===== src/hdl/alr_map.vh =====
`ifndef ALR_MAP_VH
`define ALR_MAP_VH
// Register indexes
`define ALR_REG_CFG       4'h0
`define ALR_REG_EVT       4'h1
`define ALR_REG_SCUR      4'h2
`define ALR_REG_SHYS      4'h3
`define ALR_REG_LBTIME    4'h4
`define ALR_REG_LBLEVEL   4'h5
`define ALR_REG_LBBAND    4'h6
`define ALR_REG_A1TYPE    4'h7
`define ALR_REG_COUT      4'h8
`define ALR_REG_AUX01     4'h9
`define ALR_REG_AUX23     4'hA
`define ALR_REG_LEVEL     4'hB
`define ALR_REG_STATUS    4'hC
// Configuration bits
`define ALR_CFG_LATCH     0
`define ALR_CFG_SUSE      1
`define ALR_CFG_HCOOL     2
`define ALR_CFG_STD       3
`define ALR_CFG_LOGIC     4
`define ALR_CFG_PATTERN   5
`define ALR_CFG_SINGLE    6
`define ALR_CFG_A1ASSIGN  7
`define ALR_CFG_RELAY1    8
`define ALR_CFG_RELAY2    9
`define ALR_CFG_CAUX_LO   10
`define ALR_CFG_CAUX_HI   11
`define ALR_CFG_FKCANCEL  12
// Reset values
`define ALR_CFG_RST       16'h038A
`define ALR_EVT_RST       6'h00
`define ALR_SCUR_RST      10'h032
`define ALR_SCUR_MAX      10'h1F4
`define ALR_SHYS_RST      10'h001
`define ALR_SHYS_MIN      10'h001
`define ALR_LBTIME_RST    14'h0000
`define ALR_LBLEVEL_RST   14'h0050
`define ALR_LBBAND_RST    14'h001E
`define ALR_A1TYPE_RST    5'h00
`define ALR_A1TYPE_LOOP   5'h0C
`define ALR_LEVEL_RST     3'h0
// Setting levels
`define ALR_LVL_INITIAL   3'h1
`define ALR_LVL_COMMS     3'h2
`define ALR_LVL_ADVANCED  3'h3
`define ALR_LVL_CALIB     3'h4
// Output source codes
`define ALR_SRC_NONE      5'h00
`define ALR_SRC_HEAT      5'h01
`define ALR_SRC_COOL      5'h02
`define ALR_SRC_ALARM1    5'h03
`define ALR_SRC_ALARM2    5'h04
`define ALR_SRC_ALARM3    5'h05
`define ALR_SRC_ALARM4    5'h06
`define ALR_SRC_HEATER    5'h07
`define ALR_SRC_WORK1     5'h0F
`define ALR_SRC_WORK8     5'h16
`define ALR_SRC_LAST      5'h1B
// Timing
`define ALR_CLK_HZ        50000000
`define ALR_DETECT_UNIT_S 1
`endif


===== src/hdl/alr_output_router.v =====
// The placing of the registers and the strobed register port are this design's own decisions.
`timescale 1ns/10ps
// Summary of operation
// RULE1 - Latch keeps short alarm until cleared
// RULE2 - Maximum short current setting releases latch
// RULE3 - Function key cancel releases latch
// RULE4 - Assigned event input releases latch
// RULE5 - Reset clears latched short alarm
// RULE6 - Setting levels force latched output off
// RULE7 - Short alarm hysteresis 0.1 to 50.0 A
// RULE8 - Hysteresis only when used, unlatched
// RULE9 - Zero interval disables loop burnout detection
// RULE10 - Detection needs standard model, alarm1 type 12
// RULE11 - Deviation above level flags loop burnout
// RULE12 - Unreduced deviation beyond band flags burnout
// RULE13 - Each control output takes one source
// RULE14 - Cooling under standard control outputs 0%
// RULE15 - Status sources only on relay outputs; checked on write only, kept if the relay bit is cleared later
// RULE16 - Program end inactive when pattern off
// RULE17 - Heating/cooling switches assignment to cooling
// RULE18 - Auxiliary outputs routed, model defaults
// RULE19 - Single output uses auxiliary as cooling
// RULE20 - Work bits only with logic operation; checked on write only, kept if logic is cleared later
`include "alr_map.vh"

module alr_output_router #(
  parameter TICKS_PER_UNIT = `ALR_CLK_HZ * `ALR_DETECT_UNIT_S
) (
  input  wire        clock,
  input  wire        rst_n,
  input  wire [3:0]  reg_addr,
  input  wire [15:0] reg_wdata,
  input  wire        reg_write,
  input  wire        reg_read,
  output reg  [15:0] reg_rdata,
  input  wire        heater_detect_fitted,
  input  wire [9:0]  heater_current,
  input  wire [5:0]  event_in,
  input  wire        function_key,
  input  wire [15:0] set_point,
  input  wire [15:0] process_value,
  input  wire        heat_ctrl,
  input  wire        cool_ctrl,
  input  wire [3:0]  alarm_in,
  input  wire        heater_burnout,
  input  wire        input_error,
  input  wire        remote_setpoint_fault,
  input  wire        program_end,
  input  wire        run_state,
  input  wire        integrated_alarm,
  input  wire [7:0]  work_bits,
  output reg  [1:0]  ctrl_out,
  output reg  [3:0]  aux_out,
  output reg         short_alarm,
  output reg         loop_burnout
);

  reg  [15:0] cfg;
  reg  [5:0]  evt_cancel;
  reg  [9:0]  short_cur;
  reg  [9:0]  short_hys;
  reg  [13:0] lb_time;
  reg  [13:0] lb_level;
  reg  [13:0] lb_band;
  reg  [4:0]  a1_type;
  reg  [4:0]  cout_sel [0:1];
  reg  [4:0]  aux_sel [0:3];
  reg  [2:0]  level;
  reg  [6:0]  pin_s1;
  reg  [6:0]  pin_s2;
  reg  [6:0]  pin_prev;
  reg         short_state;
  reg  [31:0] unit_cnt;
  reg  [13:0] lb_cnt;
  reg  [16:0] start_dev;
  reg         prev_over;
  wire [16:0] dev;
  wire [16:0] sp_ext;
  wire [16:0] pv_ext;
  wire [16:0] diff;
  wire        in_setup;
  wire        raw_short;
  wire        hold_short;
  wire [9:0]  release_lvl;
  wire        cancel;
  wire        lb_enable;
  wire        unit_tick;
  wire        over;
  wire        reduced;
  wire        hc_rise;
  wire [2:0]  cool_aux;
  wire [22:0] src;
  wire        alarm1_src;
  reg         next_short;
  integer     i;

  // Source allowed for this output
  function alr_allowed;
    input [4:0] code;
    input       relay;
    input       is_aux;
    input       logic_on;
    begin
      alr_allowed = 1'b1;
      if (code > `ALR_SRC_LAST) begin
        alr_allowed = 1'b0;
      end
      if (is_aux && code > `ALR_SRC_WORK8) begin
        alr_allowed = 1'b0;
      end
      // RULE15 relay only sources
      if (!relay && code >= `ALR_SRC_ALARM1 && code <= `ALR_SRC_WORK8) begin
        alr_allowed = 1'b0;
      end
      // RULE20 work bits hidden
      if (!logic_on && code >= `ALR_SRC_WORK1 && code <= `ALR_SRC_WORK8) begin
        alr_allowed = 1'b0;
      end
    end
  endfunction

  // Picks one source bit
  function alr_route;
    input [4:0]  code;
    input [22:0] vec;
    begin
      if (code <= `ALR_SRC_WORK8) begin
        alr_route = vec[code];
      end else begin
        alr_route = 1'b0;
      end
    end
  endfunction

  assign in_setup = (level == `ALR_LVL_INITIAL) || (level == `ALR_LVL_COMMS) ||
                    (level == `ALR_LVL_ADVANCED) || (level == `ALR_LVL_CALIB);
  assign cool_aux = {1'b0, cfg[`ALR_CFG_CAUX_HI:`ALR_CFG_CAUX_LO]};

  // Pin synchronisers
  always @(posedge clock) begin
    if (!rst_n) begin
      pin_s1   <= 7'h00;
      pin_s2   <= 7'h00;
      pin_prev <= 7'h00;
    end else begin
      pin_s1   <= {function_key, event_in};
      pin_s2   <= pin_s1;
      pin_prev <= pin_s2;
    end
  end

  // RULE2 maximum current cancel
  // RULE3 function key cancel
  // RULE4 event input cancel
  assign cancel = (short_cur == `ALR_SCUR_MAX) ||
                  (cfg[`ALR_CFG_FKCANCEL] && pin_s2[6] && !pin_prev[6]) ||
                  (|(evt_cancel & pin_s2[5:0] & ~pin_prev[5:0]));

  assign raw_short   = heater_current >= short_cur;
  // RULE7 hysteresis release point
  assign release_lvl = (short_cur > short_hys) ? (short_cur - short_hys) : 10'h000;
  assign hold_short  = heater_current >= release_lvl;

  always @* begin
    next_short = 1'b0;
    if (!cfg[`ALR_CFG_SUSE] || in_setup) begin
      next_short = 1'b0;
    end else if (cfg[`ALR_CFG_LATCH]) begin
      // RULE1 hold until cancel
      next_short = raw_short | (short_state & ~cancel);
    end else begin
      // RULE8 hysteresis when unlatched
      next_short = raw_short | (short_state & hold_short);
    end
  end

  always @(posedge clock) begin
    if (!rst_n) begin
      // RULE5 reset clears latch
      short_state <= 1'b0;
      short_alarm <= 1'b0;
    end else begin
      short_state <= next_short;
      // RULE6 setup levels force off
      short_alarm <= next_short & ~in_setup;
    end
  end

  // RULE10 model and alarm1 type
  // RULE9 zero interval disables
  assign lb_enable = (lb_time != 14'h0000) && cfg[`ALR_CFG_STD] &&
                     cfg[`ALR_CFG_A1ASSIGN] && (a1_type == `ALR_A1TYPE_LOOP);
  assign sp_ext    = {set_point[15], set_point};
  assign pv_ext    = {process_value[15], process_value};
  assign diff      = sp_ext - pv_ext;
  assign dev       = diff[16] ? (17'h00000 - diff) : diff;
  assign unit_tick = (unit_cnt == TICKS_PER_UNIT - 1);
  // RULE11 level exceeded
  assign over      = dev > {3'b000, lb_level};
  // RULE12 reduction by band
  assign reduced   = (start_dev > dev) && ((start_dev - dev) > {3'b000, lb_band});

  always @(posedge clock) begin
    if (!rst_n || !lb_enable) begin
      unit_cnt     <= 32'h00000000;
      lb_cnt       <= 14'h0000;
      start_dev    <= 17'h00000;
      prev_over    <= 1'b0;
      loop_burnout <= 1'b0;
    end else begin
      unit_cnt <= unit_tick ? 32'h00000000 : unit_cnt + 32'h00000001;
      if (unit_tick) begin
        if (lb_cnt == lb_time - 14'h0001) begin
          lb_cnt    <= 14'h0000;
          start_dev <= dev;
          prev_over <= over;
          // RULE11 flag on level
          // RULE12 flag unreduced deviation
          loop_burnout <= over & ~(prev_over & reduced);
        end else begin
          lb_cnt <= lb_cnt + 14'h0001;
        end
      end
    end
  end

  assign alarm1_src = lb_enable ? loop_burnout : alarm_in[0];
  assign src[0]     = 1'b0;
  assign src[1]     = heat_ctrl;
  // RULE14 cooling 0% on standard
  assign src[2]     = cool_ctrl & cfg[`ALR_CFG_HCOOL];
  assign src[3]     = alarm1_src;
  assign src[6:4]   = alarm_in[3:1];
  assign src[7]     = heater_burnout | short_alarm;
  assign src[8]     = heater_burnout;
  assign src[9]     = short_alarm;
  assign src[10]    = input_error;
  assign src[11]    = remote_setpoint_fault;
  // RULE16 program end gated
  assign src[12]    = program_end & cfg[`ALR_CFG_PATTERN];
  assign src[13]    = run_state;
  assign src[14]    = integrated_alarm;
  assign src[22:15] = work_bits;

  assign hc_rise = reg_write && (reg_addr == `ALR_REG_CFG) &&
                   reg_wdata[`ALR_CFG_HCOOL] && !cfg[`ALR_CFG_HCOOL];

  // Register writes
  always @(posedge clock) begin
    if (!rst_n) begin
      cfg         <= `ALR_CFG_RST;
      evt_cancel  <= `ALR_EVT_RST;
      short_cur   <= `ALR_SCUR_RST;
      short_hys   <= `ALR_SHYS_RST;
      lb_time     <= `ALR_LBTIME_RST;
      lb_level    <= `ALR_LBLEVEL_RST;
      lb_band     <= `ALR_LBBAND_RST;
      a1_type     <= `ALR_A1TYPE_RST;
      level       <= `ALR_LEVEL_RST;
      cout_sel[0] <= `ALR_SRC_HEAT;
      cout_sel[1] <= `ALR_SRC_NONE;
      // RULE18 auxiliary defaults
      aux_sel[0]  <= heater_detect_fitted ? `ALR_SRC_HEATER : `ALR_SRC_ALARM1;
      aux_sel[1]  <= `ALR_SRC_ALARM2;
      aux_sel[2]  <= `ALR_SRC_ALARM3;
      aux_sel[3]  <= `ALR_SRC_ALARM4;
    end else if (reg_write) begin
      case (reg_addr)
        `ALR_REG_CFG: begin
          cfg <= reg_wdata;
          // RULE17 switch to cooling
          if (hc_rise && !reg_wdata[`ALR_CFG_SINGLE]) begin
            cout_sel[1] <= `ALR_SRC_COOL;
          end
          // RULE19 auxiliary as cooling
          if (hc_rise && reg_wdata[`ALR_CFG_SINGLE]) begin
            aux_sel[reg_wdata[`ALR_CFG_CAUX_HI:`ALR_CFG_CAUX_LO]] <= `ALR_SRC_COOL;
          end
        end
        `ALR_REG_EVT: begin
          evt_cancel <= reg_wdata[5:0];
        end
        `ALR_REG_SCUR: begin
          if (reg_wdata[9:0] <= `ALR_SCUR_MAX) begin
            short_cur <= reg_wdata[9:0];
          end
        end
        `ALR_REG_SHYS: begin
          // RULE7 range check
          if (reg_wdata[9:0] >= `ALR_SHYS_MIN && reg_wdata[9:0] <= `ALR_SCUR_MAX) begin
            short_hys <= reg_wdata[9:0];
          end
        end
        `ALR_REG_LBTIME: begin
          lb_time <= reg_wdata[13:0];
        end
        `ALR_REG_LBLEVEL: begin
          lb_level <= reg_wdata[13:0];
        end
        `ALR_REG_LBBAND: begin
          lb_band <= reg_wdata[13:0];
        end
        `ALR_REG_A1TYPE: begin
          a1_type <= reg_wdata[4:0];
        end
        `ALR_REG_COUT: begin
          // RULE15 refuse illegal source
          if (alr_allowed(reg_wdata[4:0], cfg[`ALR_CFG_RELAY1], 1'b0, cfg[`ALR_CFG_LOGIC])) begin
            cout_sel[0] <= reg_wdata[4:0];
          end
          if (alr_allowed(reg_wdata[12:8], cfg[`ALR_CFG_RELAY2], 1'b0, cfg[`ALR_CFG_LOGIC])) begin
            cout_sel[1] <= reg_wdata[12:8];
          end
        end
        `ALR_REG_AUX01: begin
          if (alr_allowed(reg_wdata[4:0], 1'b1, 1'b1, cfg[`ALR_CFG_LOGIC])) begin
            aux_sel[0] <= reg_wdata[4:0];
          end
          if (alr_allowed(reg_wdata[12:8], 1'b1, 1'b1, cfg[`ALR_CFG_LOGIC])) begin
            aux_sel[1] <= reg_wdata[12:8];
          end
        end
        `ALR_REG_AUX23: begin
          if (alr_allowed(reg_wdata[4:0], 1'b1, 1'b1, cfg[`ALR_CFG_LOGIC])) begin
            aux_sel[2] <= reg_wdata[4:0];
          end
          if (alr_allowed(reg_wdata[12:8], 1'b1, 1'b1, cfg[`ALR_CFG_LOGIC])) begin
            aux_sel[3] <= reg_wdata[12:8];
          end
        end
        `ALR_REG_LEVEL: begin
          level <= reg_wdata[2:0];
        end
        default: begin
        end
      endcase
    end
  end

  // RULE13 control output routing
  // RULE18 auxiliary output routing
  always @(posedge clock) begin
    if (!rst_n) begin
      ctrl_out <= 2'b00;
      aux_out  <= 4'h0;
    end else begin
      for (i = 0; i < 2; i = i + 1) begin
        ctrl_out[i] <= alr_route(cout_sel[i], src);
      end
      for (i = 0; i < 4; i = i + 1) begin
        aux_out[i] <= alr_route(aux_sel[i], src);
      end
    end
  end

  // Register reads
  always @(posedge clock) begin
    if (!rst_n) begin
      reg_rdata <= 16'h0000;
    end else if (reg_read) begin
      case (reg_addr)
        `ALR_REG_CFG:     reg_rdata <= cfg;
        `ALR_REG_EVT:     reg_rdata <= {10'h000, evt_cancel};
        `ALR_REG_SCUR:    reg_rdata <= {6'h00, short_cur};
        `ALR_REG_SHYS:    reg_rdata <= {6'h00, short_hys};
        `ALR_REG_LBTIME:  reg_rdata <= {2'b00, lb_time};
        `ALR_REG_LBLEVEL: reg_rdata <= {2'b00, lb_level};
        `ALR_REG_LBBAND:  reg_rdata <= {2'b00, lb_band};
        `ALR_REG_A1TYPE:  reg_rdata <= {11'h000, a1_type};
        `ALR_REG_COUT:    reg_rdata <= {3'b000, cout_sel[1], 3'b000, cout_sel[0]};
        `ALR_REG_AUX01:   reg_rdata <= {3'b000, aux_sel[1], 3'b000, aux_sel[0]};
        `ALR_REG_AUX23:   reg_rdata <= {3'b000, aux_sel[3], 3'b000, aux_sel[2]};
        `ALR_REG_LEVEL:   reg_rdata <= {13'h0000, level};
        `ALR_REG_STATUS:  reg_rdata <= {4'h0, aux_out, ctrl_out, 1'b0, cool_aux[1:0],
                                        lb_enable, loop_burnout, short_alarm};
        default:          reg_rdata <= 16'h0000;
      endcase
    end else begin
      reg_rdata <= 16'h0000;
    end
  end

endmodule // alr_output_router


===== config.mk =====
export PLATFORM = sky130hd
export DESIGN_NAME = alr_output_router
export DESIGN_NICKNAME = d
export VERILOG_FILES = /design/src/hdl/alr_output_router.v
export VERILOG_INCLUDE_DIRS = /design/src /design/src/hdl
export SDC_FILE = /design/constraint.sdc
export NUM_CORES = 1
export LEC_CHECK = 0
export BUFFER_PORTS_ARGS = -buffer_cell sky130_fd_sc_hd__buf_4
export CAP_MARGIN = 20
export CORE_AREA = 2 2 170 214
export DETAILED_ROUTE_END_ITERATION = 6
export DIE_AREA = 0 0 172 216
export GPL_TIMING_DRIVEN = 1
export REMOVE_ABC_BUFFERS = 1
export SYNTH_ARGS = -nofsm -noshare
export SYNTH_HDL_FRONTEND = slang
export SYNTH_SLANG_ARGS = --single-unit

===== constraint.sdc =====
create_clock -name clock -period 8.8 [get_ports clock]
set_input_delay 0 -clock clock [delete_from_list [all_inputs] [get_ports clock]]
set_output_delay 0 -clock clock [all_outputs]
set_load 0.05 [all_outputs]

==> results.cfg <==
[floorplanning]
die_width_um = 172
start_util_pct = 43.7
io_pins = 118
core_um2 = 35100
die_area_um2 = 37200
fp.dieH_um = 216
rows = 77

[clock_tree]
clock_path_buffers = 3
clk_pin_slew_ns = 0.06
clock_sinks = 232
cts_resized = 0
numCtsBuffers = 26
ctsHoldBuffers = 32
cts_tree = yes
cts_max_level = 1
cts_setup_buffers = 0
worst_skew_pair.late_latency_ns = 0.56
cts_root_buf = clkbuf_16

[global_route]
grt_pass1_wl_mm = 77.2
met2_usage_pct = 46.5
first_global_vias = 14300
grt.total_usage_pct = 26.5
grt_use_met1_pct = 30.2
grt_antenna_before_repair = 1
grt_most_used_layer = met2
grt_max_degree = 76
gr-total-overflow = 0
met3_usage_pct = 3.50

[layout]
area_growth_pct = 15.6
n_fill_cell = 3454
num_antenna_cells = 0
final_common_cell = dfxtp_1
regArea_um2 = 4740
multi_input_area_um2 = 9800
drive_gt1_share_pct = 12.5
mostFrequentLayoutCells = 222 x dfxtp_1, 217 x nand2_1, 208 x nor2_1
fin_nets = 2139
fin_area_um2 = 17700

[sta]
drv_slew = 0
post-route-min-period_ns = 6.12
max_slew_margin_pct = 22.9
clock_skew_ns = 0.0209
fmax_ghz = 0.164
setup_viol = 0
final.period_utilization_pct = 69.5
finalSetupTns_ns = 0
rsz0062_at_grt = no
worstMarginPinSlew_ns = 1.16
hold_viol_final = 0

[synthesis]
yosysWarningCount = 0
synth-seq-cells = 232
netlist_instances = 1868
synth_cell_types = 99
yosysTopAreaCellShare_pct = 29.0
yosysTopAreaCell = dfxtp_1
async_flop_share_pct = 0
syn_avg_cell_area_um2 = 8.21
netlist_area_um2 = 15300
synth-edff-count = 10
yosysSeqAreaShare_pct = 31.0
synth_flop_cell = dfxtp_1
synth.area.top_cells = dfxtp_1 29%, ha_1 7.0%, nand2_1 5.3%

[critical_path]
critPathLaunchType = primary input
end_kind = flip-flop
worst-setup-path-type = in2reg
worstReg2RegStart = short_cur[0]
crit_path_max_fanout = 16
worstPathRequired_ns = 9.30
crit_arrival_ns = 6.61
reg2reg_to = short_alarm
crit_slowest_cell = o21ai_2
cp-startpoint = set_point[0]
ff2ff_path_depth = 28
cpPeakStageDelay_ns = 0.59
r2r_setup_slack_ns = 3.44

[drt]
vias_per_cell = 5.90
drt_pass1_iterations = 6
dr_total_vias = 14400
wl_per_cell_um = 20.2
drcViolationCount = 0
drt_iter0_drc = 1145
antenna_left = 0
routed_wl_mm = 49.4

[worst_hold_path]
min_path_cells = 5
hold_path_class = in2reg
min_to = short_state
hp-start = heater_current[8]

[place]
port_buffers = 117
dpl_cell_area_um2 = 16500
gp_congestion = 0.953
hpwl_mm = 36.7

[job]
max_cap_viol_count = 0

[pwr]
vdd_drop_max_mv = 0.130
pwr_density_cell_nw_per_um2 = 163
leakagePower_nw = 6.87

[outcome]
status = completed
logic make-up after synthesis:
group / Yosys count / synth area share, %
compound gates: 429 / 19.6
buf+inv: 208 / 5.21
xor+xnor: 105 / 6.33
mux: 79 / 7.64
fa+ha+maj: 92 / 7.62
flops: 232 / 31.0
simple gates: 723 / 22.6
report_power, final:
group / leakage, nW / total, W / switching, W / internal, W
sequential: 1.90 / 0.00109 / 0.0000209 / 0.00107
clock: 0.427 / 0.00111 / 0.000453 / 0.000655
combinational: 4.54 / 0.000678 / 0.000403 / 0.000275
synth_stat cells (32+ instances only):
cell type / number
nand3_1: 66
ha_1: 86
xnor2_1: 53
xor2_1: 47
inv_1: 106
clkbuf_1: 92
a22oi_1: 39
o21ai_0: 56
mux2i_1: 45
nand2_1: 217
and2_1: 32
nor2_1: 208
dfxtp_1: 222
a21oi_1: 101
worst max-delay path by stage:
stage                              end
after detailed placement  loop_burnout
after CTS                 loop_burnout
final                     loop_burnout
after global placement    loop_burnout
after floorplan           loop_burnout
after global routing      loop_burnout
layer usage:
metal  up-vias  part of all wire, %
li1       6877                    -
met1      6814                   39
met2       565                   48
met3       175                  5.6
met4         2                  6.5
met5         -                0.022
registers in the layout, summed over array words and instances (netlist names), 10 cells and up:
name / count
lb_level: 14
cfg: 16
aux_sel: 20
unit_cnt: 32
short_hys: 10
lb_time: 14
lb_cnt: 14
reg_rdata: 16
start_dev: 17
lb_band: 14
short_cur: 10
cout_sel: 10
critical path: cells and delay by family:
family                   cells  cell delay [ns]
AO/OA/AOI/OAI               12             3.28
AND/OR/NAND/NOR             11             1.68
adder cells (fa/ha/maj)      4             1.23
buffers and inverters        4             0.31
XOR/XNOR                     1             0.09
layout make-up:
type | count | share of cell area [%]
multi-input combinational | 1428 | 55.3
clock buffer | 37 | 4.24
timing repair buffer | 162 | 7.43
inverter | 106 | 2.25
clock inverter | 9 | 0.671
sequential | 232 | 26.8
tap | 474 | 3.35
through the flow:
| step | cells | total power, W | hold slack (ns) | util (%) | setup slack, ns |
|---|---|---|---|---|---|
| 3_5_place_dp | 2370 | 0.00177 | 0.212 | 47.1 | 2.20 |
| 6_report | 2448 | 0.00288 | 0.0310 | 50.5 | 2.68 |
| 2_1_floorplan | 1766 | 0.00156 | 0.0619 | - | 3.11 |
| 3_3_place_gp | 2369 | 0.00176 | 0.209 | 47.0 | 2.37 |
| 4_1_cts | 2448 | 0.00289 | 0.00875 | 50.5 | 2.78 |
| 5_1_grt | 2448 | 0.00301 | 0.0384 | 50.5 | 2.20 |
(Power assumes the default switching activity.)
